===== config.mk =====
export PLATFORM = sky130hd
export DESIGN_NAME = ucpd_top
export DESIGN_NICKNAME = d
export VERILOG_FILES = /design/src/hw/ucpd_pulse_cnt.v /design/src/hw/ucpd_top.v
export VERILOG_INCLUDE_DIRS = /design/src /design/src/hw
export SDC_FILE = /design/constraint.sdc
export NUM_CORES = 1
export LEC_CHECK = 0
export BUFFER_PORTS_ARGS = -buffer_cell sky130_fd_sc_hd__buf_2
export CORE_ASPECT_RATIO = 1.75
export CORE_MARGIN = 3
export CORE_UTILIZATION = 40
export DETAILED_ROUTE_END_ITERATION = 10
export PLACE_DENSITY = 0.65
export SYNTH_ARGS = -nofsm -noshare
export SYNTH_HDL_FRONTEND = slang
export SYNTH_SLANG_ARGS = --single-unit
export TNS_END_PERCENT = 100

===== constraint.sdc =====
create_clock -name clk -period 2.48 [get_ports clk]
set_clock_uncertainty 0.2 [all_clocks]
set_input_delay 0.372 -clock clk [delete_from_list [all_inputs] [get_ports clk]]
set_output_delay 0.372 -clock clk [all_outputs]
set_load 0.01 [all_outputs]

===== src/hw/ucpd_regs.vh =====
// Constants for the charger port detection block: codes, limits, timing.
// Assumes inclusion by ucpd_top.v only; ucpd_pulse_cnt.v does not include it.
`ifndef UCPD_REGS_VH
`define UCPD_REGS_VH
// ****************************************************************
// Source type codes
// ****************************************************************
`define UCPD_TYPE_NONE    4'h0
`define UCPD_TYPE_SDP     4'h1
`define UCPD_TYPE_CDP     4'h2
`define UCPD_TYPE_DCP     4'h3
`define UCPD_TYPE_HVDCP   4'h4
`define UCPD_TYPE_UNKNOWN 4'h5
`define UCPD_TYPE_NONSTD  4'h6
// ****************************************************************
// Current limits in mA
// ****************************************************************
`define UCPD_ILIM_SDP     12'h01F4
`define UCPD_ILIM_CDP     12'h05DC
`define UCPD_ILIM_DCP     12'h0CB2
`define UCPD_ILIM_HVDCP   12'h05DC
`define UCPD_ILIM_UNKNOWN 12'h0BB8
`define UCPD_ILIM_DIV1    12'h0834
`define UCPD_ILIM_DIV2    12'h07D0
`define UCPD_ILIM_DIV3    12'h03E8
`define UCPD_ILIM_DIV4    12'h0960
// ****************************************************************
// D+ drive levels (3 bits) and D- drive levels (3 bits)
// ****************************************************************
`define UCPD_DP_HIZ       3'h0
`define UCPD_DP_0V0       3'h1
`define UCPD_DP_0V6       3'h2
`define UCPD_DP_1V2       3'h3
`define UCPD_DP_2V0       3'h4
`define UCPD_DP_2V7       3'h5
`define UCPD_DP_3V3       3'h6
`define UCPD_DP_SHORT     3'h7
`define UCPD_DM_HIZ       3'h0
`define UCPD_DM_0V6       3'h1
`define UCPD_DM_1V2       3'h2
`define UCPD_DM_2V0       3'h3
`define UCPD_DM_2V7       3'h4
`define UCPD_DM_3V3       3'h5
// ****************************************************************
// Timing: stage settle time in ns, cycles at 5 ns
// ****************************************************************
`define UCPD_CLK_NS       5
`define UCPD_SETTLE_NS    100
`define UCPD_SETTLE_CYC   (`UCPD_SETTLE_NS / `UCPD_CLK_NS)
`endif


===== src/hw/ucpd_pulse_cnt.v =====
// Down counter that times each detection stage settle period.
// Assumes a single clock and synchronous active-low reset.
`timescale 1ns/1ps
module ucpd_pulse_cnt #(
  parameter W = 8
) (
  input  wire         clk,
  input  wire         rst_n,
  input  wire         load,
  input  wire [W-1:0] count,
  output reg          done
);
  reg [W-1:0] left;
  // ****************************************************************
  // Countdown; done stands one cycle when it reaches zero
  // ****************************************************************
  always @(posedge clk) begin
    if (!rst_n) begin
      left <= {W{1'b0}};
      done <= 1'b0;
    end else if (load) begin
      left <= count;
      done <= 1'b0;
    end else begin
      done <= (left == {{(W-1){1'b0}}, 1'b1});
      if (left != {W{1'b0}}) begin
        left <= left - {{(W-1){1'b0}}, 1'b1};
      end
    end
  end
endmodule // ucpd_pulse_cnt


===== src/hw/ucpd_top.v =====
// Port detection sequencer: classifies the first input source over D+/D-.
// Assumes analog window comparators and attach sense arrive asynchronously.
`timescale 1ns/1ps
`include "ucpd_regs.vh"
module ucpd_top #(
  parameter SETTLE = `UCPD_SETTLE_CYC
) (
  input  wire        clk,
  input  wire        rst_n,
  input  wire        first_input_sense,
  input  wire        dcd_contact,
  input  wire        primary_hit,
  input  wire        secondary_hit,
  input  wire        hv_ack,
  input  wire [2:0]  dp_window,
  input  wire [2:0]  dm_window,
  input  wire [15:0] dp_adc,
  input  wire [15:0] dm_adc,
  input  wire        auto_source_detect_enable,
  input  wire        high_voltage_negotiation_enable,
  input  wire        request_nine_volt,
  input  wire        request_twelve_volt,
  input  wire        detection_complete_mask,
  input  wire        flag_clear,
  input  wire        drive_write,
  input  wire [2:0]  drive_dp_data,
  input  wire [2:0]  drive_dm_data,
  input  wire        limit_write,
  input  wire [11:0] limit_data,
  output reg         detection_in_progress,
  output reg         detection_complete_flag,
  output reg         int_pulse,
  output reg  [3:0]  source_type_code,
  output reg  [11:0] input_current_limit,
  output reg  [2:0]  positive_line_drive_level,
  output reg  [2:0]  negative_line_drive_level,
  output reg  [15:0] dp_voltage,
  output reg  [15:0] dm_voltage,
  output reg         hv_req_twelve,
  output reg         hv_req_nine
);
  // One-hot sequencer states
  localparam [7:0] S_IDLE = 8'h01, S_DCD = 8'h02, S_PRI = 8'h04, S_SEC = 8'h08;
  localparam [7:0] S_NSTD = 8'h10, S_HV12 = 8'h20, S_HV9 = 8'h40, S_DONE = 8'h80;
  // Window codes: bit0 low, bit1 mid, bit2 high window
  localparam [2:0] W_LO = 3'h1, W_MID = 3'h2, W_HI = 3'h4;

  reg [7:0]  state;
  reg [7:0]  next_state;
  // Eleven pin-side bits: attach, four comparator levels and two windows
  reg [10:0] s1;
  reg [10:0] s2;
  reg        attach_d;
  reg        load;
  wire       tick;
  wire       attach  = s2[0];
  wire       dcd     = s2[1];
  wire       pri     = s2[2];
  wire       sec     = s2[3];
  wire       hvack   = s2[4];
  wire [2:0] dpw     = s2[7:5];
  wire [2:0] dmw     = s2[10:8];
  wire       hv_ok   = high_voltage_negotiation_enable &
                       (request_nine_volt | request_twelve_volt);

  // Result table lookup shared by every branch that sets the type and limit
  function [15:0] result;
    input [3:0] code;
    input [2:0] dp;
    input [2:0] dm;
    begin
      result = {`UCPD_TYPE_UNKNOWN, `UCPD_ILIM_UNKNOWN};
      if (code == `UCPD_TYPE_NONSTD) begin
        if (dp == W_HI && dm == W_MID) result = {code, `UCPD_ILIM_DIV1};
        else if (dp == W_LO && dm == W_LO) result = {code, `UCPD_ILIM_DIV2};
        else if (dp == W_MID && dm == W_HI) result = {code, `UCPD_ILIM_DIV3};
        else if (dp == W_HI && dm == W_HI) result = {code, `UCPD_ILIM_DIV4};
      end else if (code == `UCPD_TYPE_SDP) result = {code, `UCPD_ILIM_SDP};
      else if (code == `UCPD_TYPE_CDP) result = {code, `UCPD_ILIM_CDP};
      else if (code == `UCPD_TYPE_DCP) result = {code, `UCPD_ILIM_DCP};
      else if (code == `UCPD_TYPE_HVDCP) result = {code, `UCPD_ILIM_HVDCP};
    end
  endfunction

  // ****************************************************************
  // Input synchronisers: two flops for every pin-side input
  // ****************************************************************
  always @(posedge clk) begin
    if (!rst_n) begin
      s1 <= 11'h000;
      s2 <= 11'h000;
    end else begin
      s1 <= {dm_window, dp_window, hv_ack, secondary_hit, primary_hit, dcd_contact,
             first_input_sense};
      s2 <= s1;
    end
  end

  ucpd_pulse_cnt #(.W(13)) u_settle (
    .clk   (clk),
    .rst_n (rst_n),
    .load  (load),
    .count (SETTLE[12:0]),
    .done  (tick)
  );

  // ****************************************************************
  // Sequencer next state; each stage waits one settle period, S_DCD repeats it until contact is seen
  // ****************************************************************
  always @* begin
    next_state = state;
    load = 1'b0;
    case (state)
      S_IDLE: begin
        if (attach && !attach_d && auto_source_detect_enable) begin
          next_state = S_DCD;
          load = 1'b1;
        end
      end
      S_DCD: begin
        // Reload on every expiry so a slow contact cannot strand this stage
        if (tick) begin
          load = 1'b1;
          if (dcd) next_state = S_PRI;
        end
      end
      S_PRI: begin
        if (tick) begin
          next_state = pri ? S_SEC : S_NSTD;
          load = 1'b1;
        end
      end
      S_SEC: begin
        // Secondary only splits CDP from DCP; a DCP may go on to negotiate
        if (tick) begin
          if (sec && hv_ok) begin
            next_state = request_twelve_volt ? S_HV12 : S_HV9;
            load = 1'b1;
          end else begin
            next_state = S_DONE;
          end
        end
      end
      S_NSTD: if (tick) next_state = S_DONE;
      S_HV12: begin
        if (tick) begin
          next_state = hvack ? S_DONE : (request_nine_volt ? S_HV9 : S_DONE);
          load = !hvack && request_nine_volt;
        end
      end
      S_HV9: if (tick) next_state = S_DONE;
      S_DONE: next_state = S_IDLE;
      default: next_state = S_IDLE;
    endcase
    if (!attach && state != S_IDLE) next_state = S_IDLE;
  end

  // ****************************************************************
  // State, results, flags and host visible outputs
  // ****************************************************************
  always @(posedge clk) begin
    if (!rst_n) begin
      state <= S_IDLE;
      attach_d <= 1'b0;
      detection_in_progress <= 1'b0;
      detection_complete_flag <= 1'b0;
      int_pulse <= 1'b0;
      source_type_code <= `UCPD_TYPE_NONE;
      input_current_limit <= `UCPD_ILIM_UNKNOWN;
      positive_line_drive_level <= `UCPD_DP_HIZ;
      negative_line_drive_level <= `UCPD_DM_HIZ;
      dp_voltage <= 16'h0000;
      dm_voltage <= 16'h0000;
      hv_req_twelve <= 1'b0;
      hv_req_nine <= 1'b0;
    end else begin
      state <= next_state;
      attach_d <= attach;
      int_pulse <= 1'b0;
      dp_voltage <= dp_adc;
      dm_voltage <= dm_adc;
      hv_req_twelve <= 1'b0;
      hv_req_nine <= 1'b0;
      if (limit_write) input_current_limit <= limit_data;
      // Drive writes dropped mid-detection so the host cannot upset the probe
      if (drive_write && !(attach && detection_in_progress)) begin
        positive_line_drive_level <= drive_dp_data;
        negative_line_drive_level <= drive_dm_data;
      end
      if (flag_clear) detection_complete_flag <= 1'b0;
      if (state == S_IDLE && next_state == S_DCD) detection_in_progress <= 1'b1;
      if (state == S_SEC && tick) begin
        if (sec && hv_ok) begin
          // DCP limit stands while the handshake runs
          {source_type_code, input_current_limit} <= result(`UCPD_TYPE_DCP, 3'h0, 3'h0);
        end else begin
          {source_type_code, input_current_limit} <=
            result(sec ? `UCPD_TYPE_DCP : `UCPD_TYPE_CDP, 3'h0, 3'h0);
        end
      end
      if (state == S_PRI && tick && !pri) begin
        // Only the primary miss drops to the divider checks
        {source_type_code, input_current_limit} <= result(`UCPD_TYPE_SDP, 3'h0, 3'h0);
      end
      if (state == S_NSTD && tick && (dpw != 3'h0 || dmw != 3'h0)) begin
        {source_type_code, input_current_limit} <=
          result((dpw == W_MID && dmw == W_MID) ? `UCPD_TYPE_UNKNOWN : `UCPD_TYPE_NONSTD,
                 dpw, dmw);
      end
      // Request lines trail the state by one cycle, like the completion flag and interrupt
      if (state == S_HV12) hv_req_twelve <= 1'b1;
      if (state == S_HV9) hv_req_nine <= 1'b1;
      if ((state == S_HV12 || state == S_HV9) && tick && hvack) begin
        {source_type_code, input_current_limit} <= result(`UCPD_TYPE_HVDCP, 3'h0, 3'h0);
      end
      if (state == S_DONE) begin
        detection_in_progress <= 1'b0;
        detection_complete_flag <= 1'b1;
        int_pulse <= !detection_complete_mask;
      end
      if (!attach) detection_in_progress <= 1'b0;
    end
  end
endmodule // ucpd_top


# After elaboration in Yosys (flattened, before gate mapping)
# Cells that the tools add are included.
[totals]
reg_bits = 104
word_cells = 148
rom_bits = 0
latch_bits = 0
input_bits = 71
mem_count = 0
mem_bits_rw = 0
out_inout_bits = 59
[classes]
n_reduce_logical = 43
n_bitwise = 4
n_mux = 53
n_addsub = 1
multipliers = 0
magnitude_cmp = 0
eq_ne = 27
div_mod_pow = 0
shift = 0
[op_table]
columns = ["cell", "n"]
rows = [
  ["$mux W14", 8],
  ["$mux W8", 11],
  ["$mux W15", 5],
  ["$mux W12", 6],
  ["$pmux W8 S6", 1],
  ["$logic_and A1 B1 Y1", 20],
  ["$eq A8 B2 Y1 const B", 2],
  ["$mux W16", 1],
  ["$mux W5", 3],
  ["$eq A13 B1 Y1 const B", 1],
  ["$reduce_bool A13 Y1", 1],
  ["$sub A13 B1 Y13 const B", 1],
  ["$eq A3 B2 Y1 const B", 4],
  ["$eq A3 B3 Y1 const B", 4],
  ["$mux W4", 3],
  ["$mux W1", 10],
  ["$eq A3 B1 Y1 const B", 3],
  ["$reduce_bool A3 Y1", 3],
  ["$eq A8 B1 Y1 const B", 1],
  ["$eq A8 B3 Y1 const B", 1],
  ["$eq A8 B4 Y1 const B", 1],
  ["$eq A8 B5 Y1 const B", 1],
  ["$eq A8 B6 Y1 const B", 1],
  ["$eq A8 B7 Y1 const B", 1],
  ["other kinds (20)", 35],
]

# Longest topological paths before layout
[logic_depth]
word_depth = 12
depth_mapped = 7

# By module
# From an unflattened synthesis, not the netlist that was laid out.
[hier_totals]
hier_cells = 440
area_unflattened_um2 = 4175.3
[by_module_without_submodules]
columns = ["module", "instances", "seq_area_each_um2", "area_per_inst_um2", "cells_each"]
rows = [
  ["ucpd_top", 1, 1781.7, 3408.3, 351],
  ["ucpd_pulse_cnt", 1, 280.3, 767.0, 89],
]

# Least setup slack after synthesis
# No wires, ideal clock.
[synth_path]
path_kind = "reg2reg"
start = "register state[0]"
end = "register input_current_limit[10]"
n_path_buf = 1
path_stages_with_launch = 7
required_time_ps = 2161
setup_time_ps = 119
period_less_slack_ps = 2108
t_arrival_ps = 1790
slack_ps = 372
path_cell_list = "dfxtp_1 buf_6 or4_4 a2111o_1 and2_4 o21a_1 o221a_1"
[synth_via]
elab_chain_cells = 6
word_cells_on_any_way = 18
[synth_lines]
columns = ["element", "line", "source"]
rows = [
  ["start: declaration", "ucpd_top.v:48", "reg [7:0] state;"],
  ["start signal: assignment", "ucpd_top.v:177", "state <= next_state;"],
  ["$eq A8 B4 Y1 / $eq A8 B3 Y1 (equally long branches)", "ucpd_top.v:192, ucpd_top.v:201", ""],
  ["$logic_and A1 B1 Y1 (on tied branches)", "ucpd_top.v:192, ucpd_top.v:201", ""],
  ["$mux W12 / $logic_and A1 B1 Y1 (equally long branches)", "ucpd_top.v:192, ucpd_top.v:201", ""],
  ["$mux W12", "ucpd_top.v:201", "if (state == S_PRI && tick && !pri) begin"],
  ["$mux W12", "ucpd_top.v:205", "if (state == S_NSTD && tick && (dpw != 3'h0 || dmw != 3'h0)) begin"],
  ["$mux W12", "ucpd_top.v:213", "if ((state == S_HV12 || state == S_HV9) && tick && hvack) begin"],
  ["end signal: assignment", "ucpd_top.v:203", "{source_type_code, input_current_limit} <= result(`UCPD_TYPE_SDP, 3'h0, 3'h0);"],
  ["end signal: assignment", "ucpd_top.v:206", "{source_type_code, input_current_limit} <="],
  ["end signal: assignment", "ucpd_top.v:214", "{source_type_code, input_current_limit} <= result(`UCPD_TYPE_HVDCP, 3'h0, 3'h0);"],
  ["end: declaration", "ucpd_top.v:34", "output reg [11:0] input_current_limit,"],
]
# Several ways; a longest one is shown, not always the timed one.
# A chain may end at the register's enable or synchronous reset.

# Worst setup path in the final report
[layout_path]
start = "register state[2]"
end = "register input_current_limit[6]"
# The elaborated chain is that of the path after synthesis.

==> run metrics <==
number of flops mapped to enable cells by yosys 0; Syn Std Cell Area 4130 µm²; final setup TNS 0 ns; Worst-Margin Slew around 0.7 ns; largest net degree at the start of global routing 64; Root Driver clkbuf_16; Crit Path Max Fanout 9; Starting Density 0.414; CP required 2.52 ns; WS Path Type flip-flop to flip-flop; TritonCTS buffer count 9; Core Util, Final 0.531; GRT Util Overall 0.188; Async S/R FF share, synth 0; via count 3,613; Hold Violations, Final 0; largest area contributor in the netlist dfxtp_1; met3 usage 0.0373; Pleak 0.00238 µW; Max Buffers Root-to-Sink 2; count leader, synth dfxtp_1; Critical Path AT between 2 and 2.5 ns; I/O pins between 100 and 150; I/O Buffers between 100 and 150; share of layout cells above drive strength 1 0.296; Post-CTS Setup Bufs 0; synth-to-layout area growth 28.3%; post-synth top area share 0.500; die width 82.8 µm; Detail Route Antenna Nets 0; multi-input combinational cell area ~2000 µm²; Post-Syn Area per Cell around 9.5 µm²; Seq/Total Area, Yosys 0.500; Filler cells a little over 900; register-to-register setup slack about 0.22 ns; die height 140 µm; Placer Congestion between 0.8 and 0.9; initial antenna violation count 0; crit path launch type flip-flop; Min-Delay Endpoint dp_voltage[6]; clock latency on the worst-skew pair around 0.34 ns; Synth Instances 436; hpwl dp ~8000 µm; core outline area between 9000 and 10,000 µm²; Via density between 5 and 6; DRT iter0 DRCs approximately 170; max cap viols 0; normalized max-slew margin 0.522; synth top area cells dfxtp_1 (50%), and2_1 (8.8%), nor2_1 (4.0%); Ys Warns 0; met2 Use GR 0.353; H-tree levels 3; syn nets approximately 500; Synth Flop Type dfxtp_1; worst hold path stage count 2; CTS tree yes; DIE AREA 11,600 µm²; Nets between 600 and 700; RSZ-0062 raised after global routing false; Setup violations, final 0; highest clock rate ~440 MHz; HP Start dp_adc[6]; first-pass GRT wire length between 15,000 and 20,000 µm; # DRC 0; ANT cells 0; Overflow after GRT 0; drt pass-1 iters 6; clock sink count just over 100; Clock transition at path regs 0.07 ns; site row count 48; Period minus WS final 2.26 ns; Final Max Tran Viols 0; commonest cells in the netlist dfxtp_1 (103), and2_1 (58), nor2_1 (44); pwr dens between 800 and 900 nW/µm²; drt total wl roughly 11,000 µm; GR Util met1 0.178; hold crit path type input pin to flip-flop; crit share post-route 0.912; RR Startpoint state[2]; WHS between 0.02 and 0.03 ns; vias in the first global route 3,659; outcome finished clean; Avg WL per Cell approximately 15 µm; peak supply drop 532 µV; FF/Latch Area 2060 µm²; synth unique cells 64; R2R depth 6; GR peak layer met2; RR Endpoint input_current_limit[6]; CP Capture Type flip-flop; Yosys reg bits ~100
[worst max path at each step]
stage | startpoint | to | depth (start not counted)
final | state[2] | input_current_limit[6] | 6
after global routing | s2[6] | input_current_limit[4] | 5
after CTS | state[0] | input_current_limit[10] | 4
after detailed placement | state[0] | input_current_limit[10] | 4
after global placement | state[2] | input_current_limit[10] | 4
after floorplan | state[0] | input_current_limit[10] | 6
[power breakdown]
| group | internal, µW | leakage [µW] | switching [µW] | total [µW] |
|---|---|---|---|---|
| clock | 1030 | 0.000177 | 644 | 1680 |
| sequential | 1780 | 0.000850 | 100 | 1880 |
| combinational | 363 | 0.00136 | 441 | 804 |
| total | 3180 | 0.00238 | 1180 | 4360 |
[flip-flops by register name, indices dropped and copies added, names as in the netlist]
register                   cells
attach_d                       1
hv_req_twelve                  1
positive_line_drive_level      3
u_settle.left                 13
state                          8
dm_voltage                    16
detection_in_progress          1
u_settle.done                  1
negative_line_drive_level      3
s2                            11
hv_req_nine                    1
detection_complete_flag        1
source_type_code               3
s1                            11
int_pulse                      1
input_current_limit           12
dp_voltage                    16
[area by class of cell]
type | instances | share of cell area
multi-input cells | 303 | 0.367
repair buffers | 142 | 0.141
clock buffers | 10 | 0.0451
clock inverters | 6 | 0.0229
well taps | 125 | 0.0295
inverters | 7 | 0.00496
flip-flops and latches | 103 | 0.389
[layer usage]
metal,up-vias,wire length [µm]
met5,-,0
li1,1789,-
met4,0,535
met1,1671,3770
met2,114,5900
met3,39,475
[cell usage in the layout, fill, tap and decap left out, types with 5 or more instances in the layout]
master     count
nand2_1       23
nor3b_1       10
o21ai_0       13
nor4b_1        5
nand2b_1       5
a211oi_1       6
clkbuf_16      9
o21ai_1        7
nor4_1         5
dfxtp_1      103
nor3_1        10
xor2_1         9
nor2_1        44
inv_1          6
a31oi_1        6
and2_1        58
a21oi_1       18
buf_4         13
mux2i_1        8
nand3_1        5
buf_2        128
[kinds of logic (layout without fill, tap and decap cells)]
group | count (synthesis) | count (layout) | share of synthesized area
mux | 9 | 9 | 0.0221
fa+ha+maj | 2 | 2 | 0.00606
buf+inv | 30 | 165 | 0.0330
simple gates | 197 | 197 | 0.274
flops | 103 | 103 | 0.500
xor+xnor | 13 | 13 | 0.0276
compound gates | 81 | 81 | 0.136
other cells | 1 | 1 | 0.000909
[stage by stage]
step / setup slack, ns / instances / instance area, µm² / power, µW
global route: 0.0319 / 696 / 5300 / 4580
floorplan: 0.372 / 436 / 4130 / 2470
detailed placement: 0.167 / 679 / 4910 / 2720
finish: 0.219 / 696 / 5300 / 4360
global placement: 0.228 / 679 / 4910 / 2700
CTS: 0.163 / 696 / 5280 / 4410
[repair_timing]
item	4_1_cts	5_1_grt
resized for setup	0	2
hold buffers	1	0
setup endpoints to repair	0	9
hold endpoints to repair	1	0
[critical path, cell delays in order (launching register included)]
cell	delay, ns
dfxtp_1	0.44
buf_4	0.20
nor2b_1	0.07
o2111a_1	0.33
nor2_1	0.43
a22oi_1	0.17
a221oi_1	0.32
No activity file was read; power rests on OpenSTA's default activity.
